## src/include/atc_regs.vh

```
`ifndef ATC_REGS_VH
`define ATC_REGS_VH

`define ATC_OFS_CTRL_A 16'hff40
`define ATC_OFS_CTRL_B 16'hff44
`define ATC_OFS_COUNT_A 16'hff50
`define ATC_OFS_COUNT_B 16'hff54

`define ATC_CTRL_RESET 16'h0000
`define ATC_COUNT_RESET 16'h0000
`define ATC_CTRL_WR_MASK 16'h73ff

`define ATC_BIT_RDIR 15
`define ATC_BIT_CHDIR 14
`define ATC_BIT_EDGE 13
`define ATC_BIT_IRDIS 12
`define ATC_BIT_RC 9
`define ATC_BIT_UDE 8
`define ATC_BIT_UD 7
`define ATC_BIT_RUN 6
`define ATC_MODE_HI 5
`define ATC_MODE_LO 3
`define ATC_IP_HI 2
`define ATC_IP_LO 0

`define ATC_MODE_TIMER 3'h0
`define ATC_MODE_COUNTER 3'h1
`define ATC_MODE_GATE_LOW 3'h2
`define ATC_MODE_GATE_HIGH 3'h3
`define ATC_MODE_RELOAD 3'h4
`define ATC_MODE_CAPTURE 3'h5
`define ATC_MODE_INC_ROT 3'h6
`define ATC_MODE_INC_EDGE 3'h7

`define ATC_PRESCALE_BASE 3

`endif

```

## src/atc_aux_timer_control.v

```verilog
// How it works
// - Two identical timers: timer, gated, counter and incremental modes.
// - Count register reads current count; a write loads a new count.
// - Mode field bits 5..3 selects one of eight modes.
// - Input field bits 2..0 is prescaler or edge choice per mode.
// - Local run bit 6 starts or stops, only while remote select is 0.
// - Remote select bit 9 hands run control to the core run bit.
// - The selected run bit gates counting in every mode.
// - Gated modes count only with run set and gate at active level.
// - Core run bit starts remote timers in the same clock cycle.
// - Software direction bit 7: 0 counts up, 1 counts down.
// - External direction enable bit 8 connects the direction pin.
// - Read-only bit 15 shows current direction, 1 for down.
// - Bit 14 is set on direction change, kept until written 0.
// - Bit 13 is set on each count edge, kept until cleared.
// - Bit 12 disables incremental mode interrupt requests.
// - No output toggle latch and no alternate output pin.
// - Both control registers share one layout; bits 11, 10 unused.
// - Mode 010 runs while the gate is low, stops while high.
// - Mode 110 requests on direction change, 111 on each count edge.
// - Incremental direction follows the quadrature input order.
//
// Our own choice: register access over APB.
`timescale 1ns/100ps
`include "atc_regs.vh"
`default_nettype none

module atc_aux_timer_control #(
  parameter integer PRESCALE_BASE = `ATC_PRESCALE_BASE
) (
  input wire clk,
  input wire nrst,
  input wire clk_en,
  input wire psel,
  input wire penable,
  input wire pwrite,
  input wire [15:0] paddr,
  input wire [31:0] pwdata,
  output reg [31:0] prdata,
  output reg pready,
  output reg pslverr,
  input wire core_run_bit,
  input wire core_toggle_latch,
  input wire count_gate_input_pin_a,
  input wire external_direction_pin_a,
  input wire count_gate_input_pin_b,
  input wire external_direction_pin_b,
  output reg irq_a,
  output reg irq_b
);

  // Low bits of the shared prescaler all ones marks a timer tick.
  function prescale_tick;
    input [15:0] pre;
    input [2:0] ip;
    reg [15:0] mask;
    begin
      mask = ~(16'hffff << (PRESCALE_BASE + ip));
      prescale_tick = ((pre & mask) == mask);
    end
  endfunction

  // Edge select: 01 rising, 10 falling, 11 either, 00 none.
  function edge_hit;
    input [1:0] sel;
    input now;
    input was;
    begin
      case (sel)
        2'h1: edge_hit = now & ~was;
        2'h2: edge_hit = ~now & was;
        2'h3: edge_hit = now ^ was;
        default: edge_hit = 1'b0;
      endcase
    end
  endfunction

  reg [15:0] ctrl [0:1];
  reg [15:0] count [0:1];
  reg [15:0] pre;
  reg [1:0] gate_prev;
  reg [1:0] eud_prev;
  reg toggle_prev;
  reg [1:0] inc_down;

  reg [15:0] next_ctrl [0:1];
  reg [15:0] next_count [0:1];
  reg [1:0] next_inc_down;
  reg [1:0] next_irq;

  reg [1:0] gate_in;
  reg [1:0] eud_in;
  reg [2:0] mode;
  reg [2:0] ip;
  reg run;
  reg tick;
  reg down;
  reg in_edge;
  reg eud_edge;
  reg ctrl_wr;
  reg count_wr;
  integer i;

  wire access = psel & penable & pready;
  wire wr_en = access & pwrite;
  wire hit_ctrl_a = (paddr == `ATC_OFS_CTRL_A);
  wire hit_ctrl_b = (paddr == `ATC_OFS_CTRL_B);
  wire hit_count_a = (paddr == `ATC_OFS_COUNT_A);
  wire hit_count_b = (paddr == `ATC_OFS_COUNT_B);
  wire mapped = hit_ctrl_a | hit_ctrl_b | hit_count_a | hit_count_b;

  always @* begin
    gate_in = {count_gate_input_pin_b, count_gate_input_pin_a};
    eud_in = {external_direction_pin_b, external_direction_pin_a};
    next_inc_down = inc_down;
    next_irq = 2'h0;
    mode = 3'h0;
    ip = 3'h0;
    run = 1'b0;
    tick = 1'b0;
    down = 1'b0;
    in_edge = 1'b0;
    eud_edge = 1'b0;
    ctrl_wr = 1'b0;
    count_wr = 1'b0;
    // Both timers share one body so they cannot drift apart.
    for (i = 0; i < 2; i = i + 1) begin
      next_ctrl[i] = ctrl[i];
      next_count[i] = count[i];
      mode = ctrl[i][`ATC_MODE_HI:`ATC_MODE_LO];
      ip = ctrl[i][`ATC_IP_HI:`ATC_IP_LO];
      // The core run bit is used directly, so remote timers start in the
      // same cycle as the core timer.
      if (ctrl[i][`ATC_BIT_RC]) begin
        run = core_run_bit;
      end else begin
        run = ctrl[i][`ATC_BIT_RUN];
      end
      in_edge = gate_in[i] ^ gate_prev[i];
      eud_edge = eud_in[i] ^ eud_prev[i];
      tick = 1'b0;
      case (mode)
        `ATC_MODE_TIMER: begin
          tick = prescale_tick(pre, ip);
        end
        `ATC_MODE_GATE_LOW: begin
          tick = prescale_tick(pre, ip) & ~gate_in[i];
        end
        `ATC_MODE_GATE_HIGH: begin
          tick = prescale_tick(pre, ip) & gate_in[i];
        end
        `ATC_MODE_COUNTER: begin
          if (ip[2]) begin
            tick = edge_hit(ip[1:0], core_toggle_latch, toggle_prev);
          end else begin
            tick = edge_hit(ip[1:0], gate_in[i], gate_prev[i]);
          end
        end
        `ATC_MODE_INC_ROT, `ATC_MODE_INC_EDGE: begin
          if (!ip[2]) begin
            // Quadrature decode: the edge on one input against the level
            // of the other gives the direction.
            if (ip[0] && in_edge) begin
              tick = 1'b1;
              next_inc_down[i] = ~(gate_in[i] ^ eud_in[i]);
            end else if (ip[1] && eud_edge) begin
              tick = 1'b1;
              next_inc_down[i] = eud_in[i] ^ gate_in[i];
            end
          end
        end
        default: begin
          // Reload and capture hold the count regardless of run.
          tick = 1'b0;
        end
      endcase
      tick = tick & run;
      if (mode == `ATC_MODE_INC_ROT || mode == `ATC_MODE_INC_EDGE) begin
        down = next_inc_down[i];
      end else if (ctrl[i][`ATC_BIT_UDE]) begin
        down = ctrl[i][`ATC_BIT_UD] ^ eud_in[i];
      end else begin
        down = ctrl[i][`ATC_BIT_UD];
      end
      if (tick) begin
        if (down) begin
          next_count[i] = count[i] - 16'h0001;
        end else begin
          next_count[i] = count[i] + 16'h0001;
        end
      end
      ctrl_wr = wr_en & (i == 0 ? hit_ctrl_a : hit_ctrl_b);
      count_wr = wr_en & (i == 0 ? hit_count_a : hit_count_b);
      if (count_wr) begin
        next_count[i] = pwdata[15:0];
      end
      if (ctrl_wr) begin
        next_ctrl[i] = (pwdata[15:0] & `ATC_CTRL_WR_MASK) |
                       (ctrl[i] & ~`ATC_CTRL_WR_MASK);
      end
      // Hardware set wins over a software clear in the same cycle.
      if (down != ctrl[i][`ATC_BIT_RDIR]) begin
        next_ctrl[i][`ATC_BIT_CHDIR] = 1'b1;
        if (mode == `ATC_MODE_INC_ROT && !ctrl[i][`ATC_BIT_IRDIS]) begin
          next_irq[i] = 1'b1;
        end
      end
      if (tick) begin
        next_ctrl[i][`ATC_BIT_EDGE] = 1'b1;
        if (mode == `ATC_MODE_INC_EDGE && !ctrl[i][`ATC_BIT_IRDIS]) begin
          next_irq[i] = 1'b1;
        end
      end
      next_ctrl[i][`ATC_BIT_RDIR] = down;
      next_ctrl[i][11:10] = 2'h0;
    end
  end

  // Timer state. Only irq_a and irq_b are driven here: there is no toggle latch.
  always @(posedge clk) begin
    if (!nrst) begin
      ctrl[0] <= `ATC_CTRL_RESET;
      ctrl[1] <= `ATC_CTRL_RESET;
      count[0] <= `ATC_COUNT_RESET;
      count[1] <= `ATC_COUNT_RESET;
      pre <= 16'h0000;
      gate_prev <= 2'h0;
      eud_prev <= 2'h0;
      toggle_prev <= 1'b0;
      inc_down <= 2'h0;
      irq_a <= 1'b0;
      irq_b <= 1'b0;
    end else if (clk_en) begin
      ctrl[0] <= next_ctrl[0];
      ctrl[1] <= next_ctrl[1];
      count[0] <= next_count[0];
      count[1] <= next_count[1];
      pre <= pre + 16'h0001;
      gate_prev <= gate_in;
      eud_prev <= eud_in;
      toggle_prev <= core_toggle_latch;
      inc_down <= next_inc_down;
      irq_a <= next_irq[0];
      irq_b <= next_irq[1];
    end
  end

  // One wait state keeps prdata and pready straight from flip-flops.
  always @(posedge clk) begin
    if (!nrst) begin
      prdata <= 32'h00000000;
      pready <= 1'b0;
      pslverr <= 1'b0;
    end else if (clk_en) begin
      pready <= psel & penable & ~pready;
      pslverr <= psel & penable & ~pready & ~mapped;
      if (psel & penable & ~pready & ~pwrite) begin
        if (hit_ctrl_a) begin
          prdata <= {16'h0000, ctrl[0]};
        end else if (hit_ctrl_b) begin
          prdata <= {16'h0000, ctrl[1]};
        end else if (hit_count_a) begin
          prdata <= {16'h0000, count[0]};
        end else if (hit_count_b) begin
          prdata <= {16'h0000, count[1]};
        end else begin
          prdata <= 32'h00000000;
        end
      end
    end
  end

endmodule

`default_nettype wire

```

## config.mk

```make
export PLATFORM = sky130hd
export DESIGN_NAME = atc_aux_timer_control
export DESIGN_NICKNAME = d
export VERILOG_FILES = /design/src/atc_aux_timer_control.v
export VERILOG_INCLUDE_DIRS = /design/src /design/src/include
export SDC_FILE = /design/constraint.sdc
export NUM_CORES = 1
export LEC_CHECK = 0
export BUFFER_PORTS_ARGS = -buffer_cell sky130_fd_sc_hd__buf_2
export CORE_ASPECT_RATIO = 1.2
export CORE_MARGIN = 2
export CORE_UTILIZATION = 50
export DETAILED_ROUTE_END_ITERATION = 6
export PLACE_DENSITY = 0.81
export REMOVE_ABC_BUFFERS = 1
export SLEW_MARGIN = 20
export SYNTH_ARGS = -nofsm -noshare
export SYNTH_HDL_FRONTEND = slang
export SYNTH_SLANG_ARGS = --single-unit
```

## constraint.sdc

```tcl
create_clock -name clk -period 6 [get_ports clk]
set_input_delay 0.6 -clock clk [delete_from_list [all_inputs] [get_ports clk]]
set_output_delay 0.6 -clock clk [all_outputs]
set_load 0.02 [all_outputs]
```

# == Word-level counts from Yosys, hierarchy flattened ==
# Memory sizes are Yosys's and may differ from the RTL's.
# Cells that the tools add are included.
# word_totals
reg_bits,59
mem_bits_rw,60
out_inout_bits,36
word_cells,177
memories,2
# classes
n_addsub,7
n_eq_ne,24
shift,2
n_mux,60
bitwise,55
reduce_logical,17
# memory_table
name,depth,width,read_ports,rd_clocked_by_memory_dff,write_ports,line_no,rtl
count,2,16,2,0,2,atc_aux_timer_control.v:79,reg [15:0] count [0:1];
ctrl,2,14,2,0,2,atc_aux_timer_control.v:78,reg [15:0] ctrl [0:1];
# ops
operator,n
16-bit 2-to-1 mux,12
"16-bit == test, second input constant",4
"16-bit by 1-bit adder with 16-bit output, second input constant",3
1-bit 2-to-1 mux,38
16-bit bitwise AND,2
16-bit == test,2
16-bit inverter,2
"16-bit by 4-bit << shifter with 16-bit output, first input constant",2
"16-bit by 1-bit subtractor with 16-bit output, second input constant",2
15-bit 2-to-1 mux,2
"15-bit by 12-bit bitwise OR with 15-bit output, second input constant",2
14-bit 2-to-1 mux,2
1-bit bitwise AND,22
"3-bit by 2-bit == test with 1-bit output, second input constant",4
"3-bit == test, second input constant",4
1-bit one-hot mux with 3 select lines,4
1-bit inverter,11
1-bit one-hot mux with 5 select lines,2
1-bit XOR,9
"2-bit by 3-bit adder with 4-bit output, first input constant",2
"2-bit == test, second input constant",4
1-bit logical AND,8
1-bit bitwise OR,7
"3-bit by 1-bit == test with 1-bit output, second input constant",2
7 further kinds,13

# == Logic depth before layout (Yosys ltp) ==
# An unclocked memory read counts as a cell.
# logic_depth
depth_word,12
depth_mapped,15

# == Least setup slack after synthesis ==
# No wires, ideal clock.
# synth_path
kind,input to register
start,input port count_gate_input_pin_a
end,memory count[0][12] (data pin)
setup_time_ps,135
arrival_time_ps,4718
required_ps,5865
path_slack_ps,1147
path_stages,15
path_buffers,0
path_cell_list,inv_1 ha_1 nand2b_1 a311oi_1 a2111oi_0 nor3_1 inv_1 fa_1 nor2b_1 o21ai_0 a21oi_1 a31oi_1 nand3b_1 a2111o_1 nand3_1
# synth_rtl
element,line_no,rtl
from (decl),atc_aux_timer_control.v:44,"input wire count_gate_input_pin_a,"
to (decl),atc_aux_timer_control.v:79,

==> run metrics <==
worst IR drop on VDD 0.138 mV; clk_lat worst skew 360 ps; worst-path cell chain buf_2, inv_1, ha_1, nand2b_1, o21a_1, a2111oi_0, nor3_2, buf_4, ha_1, and3_1, a21o_1, a211o_1, a31oi_1, o21ai_0, mux2i_1, o21ai_1; initial drt markers around 430; critical path launch point type input port; Final Max Slew Viols 0; GP Congestion 0.919; # diodes 0; root buffer cell clkbuf_16; post-synth top area cell edfxtp_1; crit path kind in2reg; PwrDens 228 mW/mm^2; Worst Path Buf+Inv 3; min-delay worst type reg2reg; setup slack, reg-to-reg 1880 ps; Mapped Area 0.00713 sq mm; Final period util between 70% and 80%; layout cells sized above 1 11.6%; outcome finished, violations left; detailed placement HPWL around 13000 um; Worst Setup Slack, final 1730 ps; hold_ws 467 ps; Critical Path Start count_gate_input_pin_a; post-cts resize count 0; Post-Syn Instances 763; port bufs 63; Filler Cell Count 1248; mean cell area of the mapped netlist approximately 9.3 sq um; CP dominant cell by count ha_1; Synth-to-Final Area Change 10.1%; Worst Reg2Reg Path Length in Cells 14; Worst Setup End Kind flip-flop; Die Y 135 um; Post-Route Setup TNS 0 ps; Slew HR 44.8%; Yosys top cell area share 25.3%; worst clock skew between 10 and 15 ps; count of cell types in the netlist 70; I/O pins between 90 and 100; RSZ-0062 raised after global routing false; Data required, critical path 6080 ps; maximum clock path buffer count 2; Clock transition at path regs 70 ps; final hold vios 0; CP endpoint count[0][14]; number of global-route vias before repair 5891; first-pass GRT wire length 29500 um; Top delay family on crit path compound AO/OA/AOI/OAI gates; f_max 234 MHz; Worst Path Arrival 4350 ps; DRT Pass-1 Iters 7; design area 0.00785 sq mm; post-layout util between 50% and 60%; Yosys Warn Count 0; antenna viol nets, final 0; Pwr Total about 1.8 mW; R2R Path End count[0][14]; EDFF count, synth 60; leakage 3.38 nW; wire per inst 18.6 um; Levels on crit path 16; post-synthesis async set-or-reset flop share 0%; Initial Util 51.4%; DP Worst Slack 1420 ps; Vias between 6000 and 7000; Critical-path top delay cell a2111oi_0; GR Util All Layers 24.7%; grt total ovfl 0; initial antenna violation count 0; Post-CTS Hold Buffers 0; Worst-Margin Slew approximately 830 ps; nets 926; Crit Path Max Fanout 19; DRC 1; DP Cell Count 974; post-synthesis sequential area ratio 37.0%; drt total wl 18400 um; postcts setup bufs 0; CTS tree built; Worst path max stage delay 600 ps; H-Tree Depth 3; die area 0.0152 sq mm; Vias/cell 6.11; violated checks design-rule violations; largest net degree at the start of global routing 47; chip width 113 um; Core Rows 47; core area 0.0139 sq mm; TritonCTS Buffers 9; reg2reg start gate_prev[0]; post-place instance area 0.00756 sq mm; largest cells by area after synthesis edfxtp_1, dfxtp_1, ha_1; max cap viols 0; setup violators final 0; Most used DFF post-synth edfxtp_1; fin crit period 4270 ps; # clock sinks ~100; #FFs+latches synth just over 100; Post-Layout Cell Count 990
[per-layer routing]
layer	global-route usage, %	vias to the layer above	wire, um
li1	-	2890	-
met1	29.7	2889	7410
met2	43.1	231	9290
met3	4.13	41	1040
met4	11.7	0	647
met5	0	-	0
[cell usage after synthesis (4+ instances only)]
master	n
nand4_1	9
edfxtp_1	60
a21oi_1	60
buf_4	16
buf_2	7
xnor2_1	29
o211a_1	15
ha_1	50
a211oi_1	8
o22ai_1	12
a31oi_1	5
nor3_1	14
nor4b_1	4
nor2b_1	17
o21ai_1	8
o21ai_0	25
nand3_1	14
nand2_1	67
xor2_1	18
inv_1	34
and2_1	41
and3_1	9
mux2i_1	27
clkbuf_1	23
a22oi_1	15
o211ai_1	18
dfxtp_1	42
a21o_1	10
o21a_1	6
a222oi_1	4
nand2b_1	11
nor2_1	26
[how the worst min path moves through the flow]
stage / startpoint / end / slack [ps] / cells past startpoint
6_report: prdata[11] / prdata[11] / 470 / 2
2_1_floorplan: ctrl[0][10] / irq_a / 440 / 1
3_3_place_gp: prdata[11] / prdata[11] / 450 / 2
4_1_cts: prdata[11] / prdata[11] / 470 / 2
5_1_grt: prdata[11] / prdata[11] / 490 / 2
3_5_place_dp: prdata[11] / prdata[11] / 460 / 2
[sequential cells by signal (all words and copies together), names as in the netlist, 2 cells and up]
register	cells
ctrl	28
count	32
pre	15
inc_down	2
gate_prev	2
eud_prev	2
prdata	16
[cell type report]
type / instances / area, sq um / share of cell area, %
tap: 171 / 214 / 2.73
clock inverter: 1 / 3.75 / 0.0478
sequential: 102 / 2640 / 33.7
multi-input combinational: 595 / 4200 / 53.5
inverter: 34 / 128 / 1.63
timing repair buffer: 72 / 383 / 4.88
clock buffer: 15 / 279 / 3.55
[cell families after synthesis]
logic type / count (synthesis) / share of synthesized area, %
other: 1 / 0.0526
XOR/XNOR: 48 / 6.09
flip-flops: 102 / 37.0
multiplexers: 28 / 3.95
AO/OA/AOI/OAI: 219 / 20.8
adder cells (fa/ha/maj): 52 / 9.33
AND/OR/NAND/NOR: 232 / 17.6
buffers and inverters: 81 / 5.23
[tightest hold or removal path, stage by stage (launching register included)]
cell and delay (ps):
dfxtp_1 310, nand2b_1 60, a21boi_1 50
[report_power, final]
group / total [mW] / leakage, nW / internal [mW] / switching [mW]
clock network: 0.583 / 0.137 / 0.318 / 0.265
logic: 0.391 / 2.29 / 0.161 / 0.230
registers: 0.814 / 0.961 / 0.782 / 0.0313
[cell usage in the layout, fill, tap and decap left out, drive strengths merged, types with 26 or more instances in the layout]
cell type,netlist,final
buf,24,72
nand2,67,67
a21oi,60,60
edfxtp,60,60
ha,50,50
dfxtp,42,42
and2,41,41
inv,34,34
o21ai,33,33
xnor2,29,29
mux2i,27,27
nor2,26,26
(Power assumes the default switching activity.)
